<file path="config.mk">
export PLATFORM = sky130hd
export DESIGN_NAME = echo_frontend_config_regs
export DESIGN_NICKNAME = d
export VERILOG_FILES = /design/src/hw/echo_frontend_pkg.sv /design/src/hw/echo_frontend_config_regs.sv
export SDC_FILE = /design/constraint.sdc
export NUM_CORES = 1
export LEC_CHECK = 0
export ABC_AREA = 0
export BUFFER_PORTS_ARGS = -buffer_cell sky130_fd_sc_hd__buf_2
export CORE_ASPECT_RATIO = 1.75
export CORE_MARGIN = 5
export CORE_UTILIZATION = 40
export DETAILED_ROUTE_END_ITERATION = 7
export PLACE_DENSITY = 0.68
export SLEW_MARGIN = 10
export SYNTH_ARGS = -nofsm -noshare
export SYNTH_HDL_FRONTEND = slang
export SYNTH_SLANG_ARGS = --single-unit
</file>
<file path="constraint.sdc">
create_clock -name clk_in -period 2.65 [get_ports clk_in]
set_input_delay 0.265 -clock clk_in [delete_from_list [all_inputs] [get_ports clk_in]]
set_output_delay 0.265 -clock clk_in [all_outputs]
set_load 0.01 [all_outputs]
</file>
<file path="src/hw/echo_frontend_pkg.sv">
/*
 Constants, field layouts and carrier types of the echo front-end
 configuration bank. Assumes a single 200 MHz clock domain.
*/
package echo_frontend_pkg;
   // ==========================================================
   // Register offsets (6-bit address)
   localparam logic [5:0] OFS_FILTER_CONFIG_ONE = 6'h10;
   localparam logic [5:0] OFS_FILTER_QUALITY_TRIM = 6'h11;
   localparam logic [5:0] OFS_LOGAMP_SLOPE_INTERCEPT = 6'h12;
   localparam logic [5:0] OFS_LOGAMP_STAGE_GAIN_CTRL = 6'h13;
   localparam logic [5:0] OFS_DEVICE_CONTROL_THREE = 6'h14;
   // ==========================================================
   // Reset values
   localparam logic [7:0] RST_FILTER_CONFIG_ONE = 8'h00;
   localparam logic [7:0] RST_FILTER_QUALITY_TRIM = 8'h00;
   localparam logic [7:0] RST_LOGAMP_SLOPE_INTERCEPT = 8'h00;
   localparam logic [7:0] RST_LOGAMP_STAGE_GAIN_CTRL = 8'h00;
   localparam logic [7:0] RST_DEVICE_CONTROL_THREE = 8'h00;
   // ==========================================================
   // Writable bit masks
   localparam logic [7:0] WMASK_FILTER_QUALITY_TRIM = 8'h3F;
   localparam logic [7:0] WMASK_LOGAMP_STAGE_GAIN_CTRL = 8'hC7;
   localparam logic [7:0] WMASK_FULL = 8'hFF;
   // ==========================================================
   // Field positions
   localparam int POS_TRIM_OVERRIDE = 7;
   localparam int POS_BYPASS = 6;
   localparam int POS_FIRST_OFF = 7;
   localparam int POS_LAST_OFF = 6;
   localparam int POS_SCALE_SEL = 2;
   // ==========================================================
   // Serial frame layout
   localparam int FRAME_BITS = 16;
   localparam logic [4:0] FRAME_LAST = 5'h0F;
   localparam logic [4:0] FRAME_DATA_START = 5'h08;
   localparam logic [5:0] STATUS_BITS = 6'h00;

   typedef struct packed {
      logic       read_not_write;
      logic [5:0] addr;
      logic       parity;
      logic [7:0] data;
   } frame_t;

   typedef struct packed {
      logic       bypass;
      logic [1:0] quality_select;
      logic [5:0] freq_code;
   } filter_ctrl_t;

   typedef struct packed {
      logic       first_stage_off;
      logic       last_stage_off;
      logic       scale_5v;
      logic [2:0] slope_code;
      logic [3:0] intercept_code;
      logic [1:0] gain_code;
   } logamp_ctrl_t;

   typedef enum logic [1:0] {
      ST_IDLE = 2'b00,
      ST_SHIFT = 2'b01,
      ST_DONE = 2'b10
   } spi_state_t;
endpackage : echo_frontend_pkg

</file>
<file path="src/hw/echo_frontend_config_regs.sv">
/*
 Configuration register bank of the echo receive front end, reached
 over a 16-bit serial frame. Assumes serial pins are synchronous to
 clk_in and that the clock is well above the serial bit rate.
*/
`timescale 1ns/1ps
`default_nettype none
module echo_frontend_config_regs (
   input wire logic clk_in,
   input wire logic rstn_in,
   input wire logic cs_n_in,
   input wire logic sclk_in,
   input wire logic sdi_in,
   output logic sdo_out,
   output logic sdo_oe_out,
   output echo_frontend_pkg::filter_ctrl_t filter_ctrl_out,
   output echo_frontend_pkg::logamp_ctrl_t logamp_ctrl_out,
   output logic [7:0] device_control_three_out
);
   import echo_frontend_pkg::*;

   // ==========================================================
   // Helpers
   function automatic logic odd_ok(input logic [15:0] f);
      odd_ok = ^f;
   endfunction : odd_ok

   function automatic logic [7:0] merge(input logic [7:0] old_v,
         input logic [7:0] new_v, input logic [7:0] mask);
      merge = (old_v & ~mask) | (new_v & mask);
   endfunction : merge

   // ==========================================================
   // Serial state
   spi_state_t state;
   spi_state_t next_state;
   logic sclk_d;
   logic [15:0] shift;
   logic [15:0] next_shift;
   logic [4:0] count;
   logic [4:0] next_count;
   logic [15:0] tx;
   logic [15:0] next_tx;
   logic parity_err;
   logic next_parity_err;
   logic sdo;
   logic next_sdo;
   logic sdo_oe;
   logic next_sdo_oe;

   // ==========================================================
   // Register state
   logic [7:0] filter_config_one;
   logic [7:0] filter_quality_trim;
   logic [7:0] logamp_slope_intercept;
   logic [7:0] logamp_stage_gain_ctrl;
   logic [7:0] device_control_three;
   logic [7:0] next_filter_config_one;
   logic [7:0] next_filter_quality_trim;
   logic [7:0] next_logamp_slope_intercept;
   logic [7:0] next_logamp_stage_gain_ctrl;
   logic [7:0] next_device_control_three;
   filter_ctrl_t filter_ctrl;
   filter_ctrl_t next_filter_ctrl;
   logamp_ctrl_t logamp_ctrl;
   logamp_ctrl_t next_logamp_ctrl;
   logic [7:0] dc3_q;
   logic [7:0] next_dc3_q;

   logic rise;
   logic fall;
   frame_t rx;
   logic [7:0] rd_data;
   logic [6:0] eff_freq;

   assign rise = sclk_in & ~sclk_d;
   assign fall = ~sclk_in & sclk_d;
   assign rx = frame_t'(shift);

   // ==========================================================
   // Read mux, addressed once eight header bits are in
   always_comb begin
      unique case (shift[6:1])
         OFS_FILTER_CONFIG_ONE: rd_data = filter_config_one;
         OFS_FILTER_QUALITY_TRIM: rd_data = filter_quality_trim;
         OFS_LOGAMP_SLOPE_INTERCEPT: rd_data = logamp_slope_intercept;
         OFS_LOGAMP_STAGE_GAIN_CTRL: rd_data = logamp_stage_gain_ctrl;
         OFS_DEVICE_CONTROL_THREE: rd_data = device_control_three;
         default: rd_data = 8'h00;
      endcase
   end

   // ==========================================================
   // Frame engine
   always_comb begin
      next_state = state;
      next_shift = shift;
      next_count = count;
      next_tx = tx;
      next_parity_err = parity_err;
      next_sdo = sdo;
      next_sdo_oe = sdo_oe;
      if (cs_n_in) begin
         next_state = ST_IDLE;
         next_count = 5'h00;
         next_sdo_oe = 1'b0;
         next_sdo = 1'b0;
      end else begin
         unique case (state)
            ST_IDLE: begin
               next_tx = {parity_err, STATUS_BITS, ~parity_err, 8'h00};
               next_sdo = parity_err;
               next_sdo_oe = 1'b1;
               next_state = ST_SHIFT;
            end
            ST_SHIFT: begin
               if (fall) begin
                  next_shift = {shift[14:0], sdi_in};
                  next_count = count + 5'h01;
                  if (count == FRAME_LAST) begin
                     next_state = ST_DONE;
                  end
               end
               if (rise && count != 5'h00) begin
                  next_tx = {tx[14:0], 1'b0};
                  next_sdo = tx[14];
                  if (count == FRAME_DATA_START && shift[7]) begin
                     next_tx = {rd_data, 8'h00};
                     next_sdo = rd_data[7];
                  end
               end
            end
            ST_DONE: begin
               next_parity_err = ~odd_ok(shift);
            end
            default: next_state = ST_IDLE;
         endcase
      end
   end

   // ==========================================================
   // Register writes at frame end
   logic wr_now;
   assign wr_now = (state == ST_DONE) && cs_n_in && !rx.read_not_write
      && odd_ok(shift);

   always_comb begin
      next_filter_config_one = filter_config_one;
      next_filter_quality_trim = filter_quality_trim;
      next_logamp_slope_intercept = logamp_slope_intercept;
      next_logamp_stage_gain_ctrl = logamp_stage_gain_ctrl;
      next_device_control_three = device_control_three;
      if (wr_now) begin
         unique case (rx.addr)
            OFS_FILTER_CONFIG_ONE: next_filter_config_one = rx.data;
            OFS_FILTER_QUALITY_TRIM: next_filter_quality_trim = merge(
               filter_quality_trim, rx.data,
               WMASK_FILTER_QUALITY_TRIM);
            OFS_LOGAMP_SLOPE_INTERCEPT:
               next_logamp_slope_intercept = rx.data;
            OFS_LOGAMP_STAGE_GAIN_CTRL: next_logamp_stage_gain_ctrl = merge(
               logamp_stage_gain_ctrl, rx.data,
               WMASK_LOGAMP_STAGE_GAIN_CTRL);
            OFS_DEVICE_CONTROL_THREE: next_device_control_three = merge(
               device_control_three, rx.data, WMASK_FULL);
            default: ;
         endcase
      end
   end

   // ==========================================================
   // Decoded controls
   always_comb begin
      eff_freq = {1'b0, filter_config_one[5:0]};
      if (filter_config_one[POS_TRIM_OVERRIDE]
            && !filter_config_one[POS_BYPASS]) begin
         eff_freq = {1'b0, filter_config_one[5:0]}
            + {3'h0, filter_quality_trim[3:0]};
      end
      next_filter_ctrl.bypass = filter_config_one[POS_BYPASS];
      next_filter_ctrl.quality_select = filter_config_one[POS_BYPASS] ?
         2'h0 : filter_quality_trim[5:4];
      next_filter_ctrl.freq_code = eff_freq[5:0];
      next_logamp_ctrl.first_stage_off =
         logamp_stage_gain_ctrl[POS_FIRST_OFF];
      next_logamp_ctrl.last_stage_off =
         logamp_stage_gain_ctrl[POS_LAST_OFF];
      next_logamp_ctrl.scale_5v =
         logamp_stage_gain_ctrl[POS_SCALE_SEL];
      next_logamp_ctrl.gain_code = logamp_stage_gain_ctrl[1:0];
      if (logamp_slope_intercept[POS_TRIM_OVERRIDE]) begin
         next_logamp_ctrl.slope_code = logamp_slope_intercept[6:4];
         next_logamp_ctrl.intercept_code = logamp_slope_intercept[3:0];
      end else begin
         next_logamp_ctrl.slope_code = 3'h0;
         next_logamp_ctrl.intercept_code = 4'h0;
      end
      next_dc3_q = device_control_three;
   end

   // ==========================================================
   // Serial flip-flops
   always_ff @(posedge clk_in) begin
      if (!rstn_in) begin
         state <= ST_IDLE;
         sclk_d <= 1'b0;
         shift <= 16'h0000;
         count <= 5'h00;
         tx <= 16'h0000;
         parity_err <= 1'b0;
         sdo <= 1'b0;
         sdo_oe <= 1'b0;
      end else begin
         state <= next_state;
         sclk_d <= sclk_in;
         shift <= next_shift;
         count <= next_count;
         tx <= next_tx;
         parity_err <= next_parity_err;
         sdo <= next_sdo;
         sdo_oe <= next_sdo_oe;
      end
   end

   // ==========================================================
   // Register flip-flops
   always_ff @(posedge clk_in) begin
      if (!rstn_in) begin
         filter_config_one <= RST_FILTER_CONFIG_ONE;
         filter_quality_trim <= RST_FILTER_QUALITY_TRIM;
         logamp_slope_intercept <= RST_LOGAMP_SLOPE_INTERCEPT;
         logamp_stage_gain_ctrl <= RST_LOGAMP_STAGE_GAIN_CTRL;
         device_control_three <= RST_DEVICE_CONTROL_THREE;
      end else begin
         filter_config_one <= next_filter_config_one;
         filter_quality_trim <= next_filter_quality_trim;
         logamp_slope_intercept <= next_logamp_slope_intercept;
         logamp_stage_gain_ctrl <= next_logamp_stage_gain_ctrl;
         device_control_three <= next_device_control_three;
      end
   end

   // ==========================================================
   // Decoded control flip-flops
   always_ff @(posedge clk_in) begin
      if (!rstn_in) begin
         filter_ctrl <= '0;
         logamp_ctrl <= '0;
         dc3_q <= 8'h00;
      end else begin
         filter_ctrl <= next_filter_ctrl;
         logamp_ctrl <= next_logamp_ctrl;
         dc3_q <= next_dc3_q;
      end
   end

   assign sdo_out = sdo;
   assign sdo_oe_out = sdo_oe;
   assign filter_ctrl_out = filter_ctrl;
   assign logamp_ctrl_out = logamp_ctrl;
   assign device_control_three_out = dc3_q;
endmodule : echo_frontend_config_regs
`default_nettype wire

</file>
[After elaboration in Yosys (flattened, before gate mapping)]
Cells that the tools add are included.
Storage, ports and cells
  bits in registers: 111
  input port bits: 5
  output and inout bits: 31
  logic and storage cells: 90
Operators by class
  add/subtract/negate cells: 2
  equality and inequality tests: 17
  muxes and demuxes: 11
  bitwise logic cells: 11
  reduce and logical (&&, ||, !) cells: 26
Operators by type and width (number)
  == test 6 x 5 -> 1 bit, second input constant: 10
  case mux 8 bit (5 select lines): 1
  2-to-1 mux 15 bit: 2
  case mux 15 bit (2 select lines): 1
  AND reduction 2 bit: 9
  XOR reduction 16 bit: 1
  == test 5 x 4 -> 1 bit, second input constant: 2
  AND reduction 3 bit: 3
  OR 6 x 8 -> 8 bit: 1
  OR 8 x 6 -> 8 bit: 1
  inverter 1 bit: 7
  adder 6 x 4 -> 6 bit: 1
  logical AND 1 bit: 6
  2-to-1 mux 6 bit: 1
  inequality test 2 bit, second input constant: 3
  case mux 2 bit (3 select lines): 1
  adder 5 x 1 -> 5 bit, second input constant: 1
  nonzero test 5 bit: 1
  2-to-1 mux 2 bit: 2
  OR reduction 2 bit: 2
  AND 1 bit: 2
  == test 2 x 1 -> 1 bit, second input constant: 1
  == test 2 bit, second input constant: 1
  logical NOT 1 bit: 2
  other kinds (4): 5

[Longest topological paths before layout]
Gate-level depths: netlist of run 1.
  word-level depth: 5
  gate-level depth with buffers: 8

[Worst setup path after synthesis of run 1]
Ideal clock, no wire load.
  kind: register to register
  start: register shift[2], in the netlist rx[2]
  end: register filter_quality_trim[2]
  data arrival time: 1878 ps
  setup slack: 651 ps
  stages on the path, launching flop included: 9
  buffers on the path: 2
  period minus slack after synthesis: 1999 ps
  path through: dfxtp_1 > clkbuf_1 > xnor2_1 > xnor2_1 > xnor2_1 > xnor2_1 > or4b_1 > buf_6 > mux2i_1
On the way
  longest elaborated chain between the ends: 3
  elaborated cells between the ends (all ways): 4
RTL lines
  start, declared: line echo_frontend_config_regs.sv:38  | logic [15:0] shift;
  start signal, assigned: line echo_frontend_config_regs.sv:216  | shift <= next_shift;
  XOR reduction 16 bit: line echo_frontend_config_regs.sv:25  | odd_ok = ^f;
  logical AND 1 bit: line echo_frontend_config_regs.sv:145  | && odd_ok(shift);
  AND reduction 2 bit (no source line)
  end signal, assigned: line echo_frontend_config_regs.sv:236  | filter_quality_trim <= next_filter_quality_trim;
  end, declared: line echo_frontend_config_regs.sv:54  | logic [7:0] filter_quality_trim;
Several ways; a longest one is shown, not always the timed one.
A chain may end at the register's enable or synchronous reset.

[Final worst setup path of run 1]
  start: register shift[5], in the netlist rx[5]
  end: register logamp_slope_intercept[7]
On the way
  longest elaborated chain between the ends: 3
RTL lines
  XOR reduction 16 bit: line echo_frontend_config_regs.sv:25
  logical AND 1 bit: line echo_frontend_config_regs.sv:145
  AND reduction 2 bit (no source line)
  end signal, assigned: line echo_frontend_config_regs.sv:237  | logamp_slope_intercept <= next_logamp_slope_intercept;
  end, declared: line echo_frontend_config_regs.sv:55  | logic [7:0] logamp_slope_intercept;
No other way between the ends.

==> results of run 1 <==
[cell type report]
type                            instances  area share
Tap cell                              127      0.0333
Clock buffer                            9      0.0473
Sequential cell                        98       0.412
Inverter                               24      0.0189
Clock inverter                          7      0.0173
Timing Repair Buffer                   43      0.0520
Multi-Input combinational cell        301       0.420
[flip-flops by register name (all words and copies together) (netlist names)]
name and count:
logamp_ctrl_out 12, logamp_stage_gain_ctrl 5, parity_err 1, logamp_slope_intercept 8
sclk_d 1, device_control_three 8, state 2, filter_ctrl_out 9
count 5, sdo_out 1, device_control_three_out 8, tx 7
sdo_oe_out 1, filter_quality_trim 6, rx 16, filter_config_one 8
[worst max-delay path: stages, from the launching register on]
cell,delay [ps]
dfxtp_1,440
xor2_1,220
xnor2_1,110
xnor2_1,230
xnor2_1,190
or4_1,750
mux2i_1,190
[logic make-up (layout without fill, tap and decap cells)]
| logic type | count (synthesis) | after routing | synth area share |
|---|---|---|---|
| AO/OA/AOI/OAI | 57 | 57 | 0.0943 |
| XOR/XNOR | 22 | 22 | 0.0461 |
| adder cells (fa/ha/maj) | 8 | 8 | 0.0258 |
| buffers and inverters | 53 | 83 | 0.0533 |
| flip-flops | 98 | 98 | 0.470 |
| multiplexers | 49 | 49 | 0.126 |
| AND/OR/NAND/NOR | 165 | 165 | 0.184 |
[Yosys cell counts, types with 7 or more instances]
| cell type | instances |
|---|---|
| dfxtp_1 | 98 |
| nand2_1 | 91 |
| mux2i_1 | 46 |
| inv_1 | 24 |
| a21boi_0 | 21 |
| clkbuf_1 | 21 |
| nor2_1 | 21 |
| xnor2_1 | 19 |
| o21ai_0 | 11 |
| and3_1 | 10 |
| nor2b_1 | 9 |
| a21oi_1 | 8 |
| ha_1 | 7 |
[report_power, final]
part	total (mW)	internal [mW]	leakage, nW	switching, mW
Combinational	0.0536	0.0191	1.11	0.0345
Sequential	1.48	1.48	0.790	0.00395
Clock	1.34	0.748	0.145	0.587
[routing by layer]
layer | vias to the layer above | global-route usage
met2 | 54 | 0.279
li1 | 1558 | -
met3 | 27 | 0.0255
met5 | - | 0
met1 | 1459 | 0.152
met4 | 0 | 0.0945
[path summary, 6_finish.rpt]
check                                                          start                                endpoint
worst max register to register                    rx[5]$_SDFFE_PN0P_  logamp_slope_intercept[7]$_SDFFE_PN0P_
worst max-delay path                              rx[5]$_SDFFE_PN0P_  logamp_slope_intercept[7]$_SDFFE_PN0P_
worst min-delay path                                         sclk_in                       sclk_d$_SDFF_PN0_
worst min register to register  device_control_three[5]$_SDFFE_PN0P_  device_control_three_out[5]$_SDFF_PN0_
[per-stage QoR]
stage                     utilization  hold slack [ps]  instances
after global placement          0.435              445        593
after detailed placement        0.435              460        593
final                           0.465              162        609
after CTS                       0.465              145        609
after global routing            0.465              165        609
after floorplan                     -              387        452
==> results.yml, run 1 <==
status:
  status: "finished, final reports clean"
clock_network:
  post_cts_buffers: 0
  clockBufferDepth: 2
  cts_tree: "done"
  numCtsBuffers: 9
  clkTransAtPathRegs_ps: 70
  cts_sinks: 98
  root_buffer: "clkbuf_16"
  clock_latency_ps: 340
  cts.htree.levels: 3
  postCtsHoldBufs: 0
  cts_resized: 0
global_routing:
  grt_pass1_wl_microns: 15200
  grt_max_degree: 60
  grt_antenna_before_repair: 0
  grt_overflow_total: 0
  grt_pass1_vias: 3172
  grt_usage: 0.152
floorplanning:
  row_count: 49
  dieArea_sq_um: 12700
  initial_core_util: 0.408
  die_w_microns: 87.3
  io_pins: 36
  core_sq_um: 10200
  die_h_microns: 145
layout:
  drive_gt1_frac: 0.135
  area_growth_syn_to_layout_pct: 14.1
  n_antenna_cell: 0
  final_cell_mix: "dfxtp_1 (98), nand2_1 (91), mux2i_1 (46)"
  final_common_cell: "dfxtp_1"
  multi_input_area_sq_um: 2000
  fin_nets: 490
  seq_area_sq_um: 1960
  fin_area_sq_um: 4770
  fill_cells: 969
drt:
  route.met2.wl_microns: 4990
  routed.top_layer: "met4"
  antenna_left: 0
  vias: 3098
  drt_iter0_drc: 148
  route.layer.met1.wl_microns: 3430
  wl_per_cell_microns: 15.0
  firstDrtPassIters: 4
  wirelength_microns: 9160
  viasPerCell: 5.09
  drc: 0
  wl_met3_microns: 308
timing:
  clock_skew_ps: 6.21
  relSlewSlack: 0.609
  fmax_mhz: 443
  rsz0062_at_grt: "false"
  finalSetupViolCount: 0
  maxSlewViolCount: 0
  finalWorstSetupSlack_ps: 394
  finalHoldViolCount: 0
  tns_ps: 0
  finalCritPeriodShare: 0.851
  worst_pin_slew_ps: 586
  fin_crit_ps: 2260
yosys:
  synth-edff-count: 0
  yosys_warnings: 0
  synth_cell_type_count: 49
  synthArstFlopShare: 0
  avgSynthCellArea_sq_um: 9.24
  synth-main-ff-cell: "dfxtp_1"
  synth-seq-cells: 98
  synth-seq-area-share: 0.470
  syn_area_sq_um: 4180
  yosysTopAreaCell: "dfxtp_1"
  synth_top_cell_area_share: 0.470
  synth_top_cells_by_area: "dfxtp_1 (47%), mux2i_1 (11%), nand2_1 (8.2%)"
  synthCells: 452
  syn-num-nets: 465
flow_run:
  max_cap_violations: 0
place:
  place_ws_ps: 418
  numPortBuffers: 35
  place.gp.congestion: 0.838
  place_area_sq_um: 4460
  place_hpwl_microns: 6750
setup_path:
  worstPathArrival_ps: 2470
  endpoint_kind: "flip-flop"
  r2r_slack_ps: 390
  cp.required_ps: 2870
  crit_type: "flip-flop to flip-flop"
  worstPathMaxFanout: 8
  ff2ff_path_depth: 6
  critPathLaunchType: "flip-flop"
pwr:
  power_density_nw_per_um2: 602
  ir_drop_mv: 0.325
  p_leak_nw: 2.05
  total_power_mw: 2.87
min_path:
  whs_path_depth: 2
  hold_class: "input pin to flip-flop"
(Power assumes the default switching activity.)
==> inputs of run 2 (changes only) <==
--- a/config.mk
+++ b/config.mk
@@ -12,6 +12,7 @@
 export CORE_UTILIZATION = 40
 export DETAILED_ROUTE_END_ITERATION = 7
 export PLACE_DENSITY = 0.68
+export REMOVE_ABC_BUFFERS = 1
 export SLEW_MARGIN = 10
 export SYNTH_ARGS = -nofsm -noshare
 export SYNTH_HDL_FRONTEND = slang
==> run 2 against run 1 <==
  * Non-clock buffer count decreased by 1
  * Count of clock-buffer cells in the layout increased by 5
  * Critical path type unchanged
  * First-iteration DRC count increased by 15%
  * Clock skew increased by 2.0 ps
  * Largest power group unchanged
  * Via count increased by 0.52%
  * Sequential power about the same
  * Global-route usage decreased by 0.18 points
==> results.yml, run 2 (synthesis results as in run 1) <==
timing:
  fin_crit_ps: 2240
  clock_skew_ps: 8.26
  finalSetupViolCount: 0
  holdWs_ps: 160
  finalHoldViolCount: 0
  fmax_mhz: 446
  rsz0062_at_grt: "false"
  maxSlewViolCount: 0
  worst_pin_slew_ps: 745
  relSlewSlack: 0.503
  finalCritPeriodShare: 0.846
setup_path:
  r2r_slack_ps: 410
  crit_type: "flip-flop to flip-flop"
  endpoint_kind: "flip-flop"
  critPathLaunchType: "flip-flop"
  cp.required_ps: 2860
  worstPathArrival_ps: 2450
  worstPathMaxFanout: 8
layout:
  seq_area_sq_um: 1960
  fin_nets: 489
  largest_reg_flops: 16
  final_cell_mix: "dfxtp_1 (98), nand2_1 (91), mux2i_1 (46)"
  final_common_cell: "dfxtp_1"
  drive_gt1_frac: 0.125
  layoutNonFillerInstCount: 608
  n_antenna_cell: 0
  multi_input_area_sq_um: 2000
  fill_cells: 989
  fin_area_sq_um: 4720
  area_growth_syn_to_layout_pct: 12.9
clock_network:
  postCtsHoldBufs: 0
  clockBufferDepth: 2
  cts_sinks: 98
  root_buffer: "clkbuf_16"
  clkTransAtPathRegs_ps: 60
  clock_latency_ps: 340
  numCtsBuffers: 9
  post_cts_buffers: 0
  cts_tree: "done"
  cts_resized: 0
  cts.htree.levels: 3
place:
  numPortBuffers: 35
  place_hpwl_microns: 6510
  place_inst: 592
  place.gp.congestion: 0.837
  place_area_sq_um: 4450
floorplanning:
  core_sq_um: 10200
  dieArea_sq_um: 12700
  die_h_microns: 145
  io_pins: 36
  initial_core_util: 0.408
  die_w_microns: 87.3
  row_count: 49
global_routing:
  grt_max_degree: 56
  grt_overflow_total: 0
  grt_pass1_vias: 3116
  grt_antenna_before_repair: 0
  grt_usage: 0.150
  grt_pass1_wl_microns: 15200
pwr:
  netSwitchingPower_uw: 563
  power_density_nw_per_um2: 577
  p_comb_frac: 0.019
  p_leak_nw: 2.03
  ir_drop_mv: 0.381
  power.internal_mw: 2.16
  switching_share: 0.207
  seqPwrFrac: 0.544
  clkPwrFrac: 0.436
drt:
  wl_met3_microns: 393
  route.met2.wl_microns: 4870
  antenna_left: 0
  drc: 0
  wirelength_microns: 8880
  firstDrtPassIters: 4
  drt_iter0_drc: 170
  routed.top_layer: "met4"
  vias: 3114
  viasPerCell: 5.12
  wl_per_cell_microns: 14.6
  route.layer.met1.wl_microns: 3370
status:
  status: "finished, final reports clean"
min_path:
  hold_class: "input pin to flip-flop"
flow_run:
  max_cap_violations: 0
run 2: critical path: stages, from the launching register on:
cell,delay (ps)
dfxtp_1,420
xor2_1,210
xnor2_1,150
xnor2_1,150
xnor2_1,190
or4_1,770
mux2i_1,210
run 2: worst paths after layout:
kind	startpoint	endpoint	depth (start not counted)
setup / recovery	rx[9]$_SDFFE_PN0P_	logamp_slope_intercept[4]$_SDFFE_PN0P_	6
hold / removal	sclk_in	sclk_d$_SDFF_PN0_	2
setup reg to reg	rx[9]$_SDFFE_PN0P_	logamp_slope_intercept[4]$_SDFFE_PN0P_	6
hold reg to reg	logamp_stage_gain_ctrl[0]$_SDFFE_PN0P_	logamp_ctrl_out[0]$_SDFF_PN0_	2
run 2: power by group through the flow:
stage	logic, mW	clock network, mW	registers (mW)
finish	0.0530	1.19	1.48
global route	0.0598	1.28	1.48
CTS	0.0536	1.22	1.48
detailed placement	0.0533	0	1.51
global placement	0.0525	0	1.51
floorplan	0.0219	0	1.51
run 2: through the flow:
stage,worst slack (ps),setup TNS (ps),power [mW],utilization
floorplan,-264,-2110,1.54,-
global placement,511,0,1.57,0.435
detailed placement,411,0,1.57,0.435
CTS,408,0,2.76,0.461
global route,273,0,2.82,0.461
finish,409,0,2.72,0.461
run 2: metal layers:
layer	up-vias	GRT usage
li1	1556	-
met1	1496	0.160
met2	49	0.273
met3	13	0.0306
met4	0	0.0714
met5	-	0
run 2: cell type report:
class / instances / area share
Multi-Input combinational cell: 301 / 0.424
Sequential cell: 98 / 0.416
Clock buffer: 14 / 0.0538
Timing Repair Buffer: 42 / 0.0509
Tap cell: 127 / 0.0337
Inverter: 24 / 0.0191
Clock inverter: 2 / 0.00265
==> inputs of run 3 (changes only) <==
--- a/config.mk
+++ b/config.mk
@@ -11,7 +11,7 @@
 export CORE_MARGIN = 5
 export CORE_UTILIZATION = 40
 export DETAILED_ROUTE_END_ITERATION = 7
-export PLACE_DENSITY = 0.68
+export PLACE_DENSITY = 0.7
 export REMOVE_ABC_BUFFERS = 1
 export SLEW_MARGIN = 10
 export SYNTH_ARGS = -nofsm -noshare
==> constraint.sdc (replaced) <==
create_clock -name clk_in -period 2 [get_ports clk_in]
set_input_delay 0.2 -clock clk_in [delete_from_list [all_inputs] [get_ports clk_in]]
set_output_delay 0.2 -clock clk_in [all_outputs]
set_load 0.01 [all_outputs]
==> run 3 against run 2 <==
  * Count of clock-buffer cells in the layout shrank 5
  * Combinational power increased by 52%
  * Largest power group unchanged
  * Register-to-register slack lost 430 ps
  * Design area rose by 7.5%
  * Wire length rose by 9.4%
  * Die area is the same
  * The flow now finishes with violations (setup timing)
==> results.yml, run 3 (synthesis results as in run 1) <==
status:
  status: "finished, violations left"
  violations: "setup timing"
layout:
  drive_gt1_frac: 0.214
  area_growth_syn_to_layout_pct: 21.3
  final_common_cell: "dfxtp_1"
  fill_cells: 970
  fin_nets: 513
  n_antenna_cell: 0
  largest_reg_flops: 16
  final_cell_mix: "dfxtp_1 (92), nand2_1 (90), mux2i_1 (44)"
  fin_area_sq_um: 5070
pwr:
  ir_drop_mv: 0.493
  switching_share: 0.222
  netSwitchingPower_uw: 848
  p_comb_frac: 0.021
  p_leak_nw: 2.22
  seqPwrFrac: 0.512
  clkPwrFrac: 0.467
  power_density_nw_per_um2: 755
  total_power_mw: 3.83
  power.internal_mw: 2.98
clock_network:
  numCtsBuffers: 9
  cts.htree.levels: 3
  clkTransAtPathRegs_ps: 70
  clock_latency_ps: 350
  cts_sinks: 98
  cts_tree: "done"
  clockBufferDepth: 2
  postCtsHoldBufs: 0
  root_buffer: "clkbuf_16"
setup_path:
  cp.required_ps: 2230
  ff2ff_path_depth: 6
  endpoint_kind: "flip-flop"
  worstPathMaxFanout: 8
  reg2reg_to: "logamp_slope_intercept[0]$_SDFFE_PN0P_"
  r2r_start: "rx[12]$_SDFFE_PN0P_"
  crit_type: "flip-flop to flip-flop"
  worstPathArrival_ps: 2250
  critPathLaunchType: "flip-flop"
  r2r_slack_ps: -20
min_path:
  hold_class: "input pin to flip-flop"
  whs_path_depth: 3
  min-delay-start: "sdi_in"
  whs_endpoint: "rx[0]$_SDFFE_PN0P_"
floorplanning:
  row_count: 49
  core_sq_um: 10200
  dieArea_sq_um: 12700
  die_w_microns: 87.3
  die_h_microns: 145
  initial_core_util: 0.408
  io_pins: 36
place:
  place.gp.congestion: 0.847
  place_hpwl_microns: 6960
  numPortBuffers: 35
  place_area_sq_um: 4620
flow_run:
  max_cap_violations: 0
timing:
  maxSlewViolCount: 0
  holdWs_ps: 81.5
  fmax_mhz: 494
  finalWorstSetupSlack_ps: -23.0
  worst_pin_slew_ps: 587
  finalHoldViolCount: 0
  fin_crit_ps: 2020
  clock_skew_ps: 7.96
  finalCritPeriodShare: 1.01
  relSlewSlack: 0.609
  tns_ps: -43.2
  finalSetupViolCount: 5
  rsz0062_at_grt: "true"
global_routing:
  grt_max_degree: 75
  grt_pass1_vias: 3315
  grt_pass1_wl_microns: 16000
  grt_antenna_before_repair: 0
  grt_overflow_total: 0
  grt_usage: 0.160
drt:
  firstDrtPassIters: 5
  antenna_left: 0
  drc: 0
  wl_per_cell_microns: 15.4
  wirelength_microns: 9710
  drt_iter0_drc: 235
  vias: 3276
  viasPerCell: 5.18
run 3: cell types whose count changed in the layout (fill, tap and decap cells not counted), moves of 2 or more:
cell      delta
buf_4       +20
buf_6        +4
clkbuf_1     -4
clkinv_4     +2
dfxtp_1      -6
dfxtp_2      +6
inv_8        +2
mux2i_1      -2
mux2i_2      +2
xnor2_1      -8
xnor2_2      +8
run 3: how the worst max path moves through the flow:
| stage | end | cells after the start | from | slack [ps] |
|---|---|---|---|---|
| 2_1_floorplan | filter_config_one[0]$_SDFFE_PN0P_ | 6 | rx[1]$_SDFFE_PN0P_ | -910 |
| 3_3_place_gp | device_control_three[4]$_SDFFE_PN0P_ | 6 | rx[0]$_SDFFE_PN0P_ | 7 |
| 3_5_place_dp | device_control_three[5]$_SDFFE_PN0P_ | 6 | rx[0]$_SDFFE_PN0P_ | -80 |
| 4_1_cts | logamp_slope_intercept[0]$_SDFFE_PN0P_ | 7 | rx[0]$_SDFFE_PN0P_ | 1 |
| 5_1_grt | filter_config_one[3]$_SDFFE_PN0P_ | 8 | rx[13]$_SDFFE_PN0P_ | -100 |
| 6_report | logamp_slope_intercept[0]$_SDFFE_PN0P_ | 6 | rx[12]$_SDFFE_PN0P_ | -20 |
run 3: power by group through the flow:
stage               Combinational, mW  Clock [mW]  Sequential, mW
finish                         0.0804        1.79            1.96
floorplan                      0.0290           0            2.01
global placement               0.0760           0            2.00
detailed placement             0.0776           0            2.00
global route                   0.0874        1.91            1.96
CTS                            0.0789        1.83            1.96
run 3: critical path: stages (launching register included):
cell and delay, ps:
dfxtp_2 340, xnor2_2 130, xnor2_1 240, xnor2_1 200, xnor2_2 160, or4_4 620
mux2i_2 200
run 3: cell type report:
| class | count | area (sq um) | area share |
|---|---|---|---|
| Multi-Input combinational cell | 301 | 2100 | 0.415 |
| Sequential cell | 98 | 1970 | 0.389 |
| Timing Repair Buffer | 66 | 435 | 0.0859 |
| Clock buffer | 9 | 225 | 0.0444 |
| Tap cell | 127 | 159 | 0.0314 |
| Inverter | 24 | 90.1 | 0.0178 |
| Clock inverter | 7 | 86.3 | 0.0170 |
run 3: per-layer routing:
metal,share of wire,GRT usage,vias up,wire length (microns)
met1,0.37,0.158,1590,3590
li1,-,-,1605,-
met5,0,0,-,0
met3,0.034,0.0284,23,332
met2,0.56,0.295,58,5420
met4,0.037,0.0968,0,363
run 3: timing repair:
action	in CTS	in global routing
setup buffers	2	1
cloned	0	0
pin swaps	4	8
hold endpoints to repair	0	0
resized for setup	9	20
setup endpoints to repair	23	30
run 3: stage by stage:
stage	setup slack, ps	std cells	util
2_1_floorplan	-914	423	-
3_3_place_gp	6.89	614	0.451
3_5_place_dp	-83.9	614	0.451
4_1_cts	1.02	632	0.487
5_1_grt	-97.0	632	0.495
6_report	-23.0	632	0.495
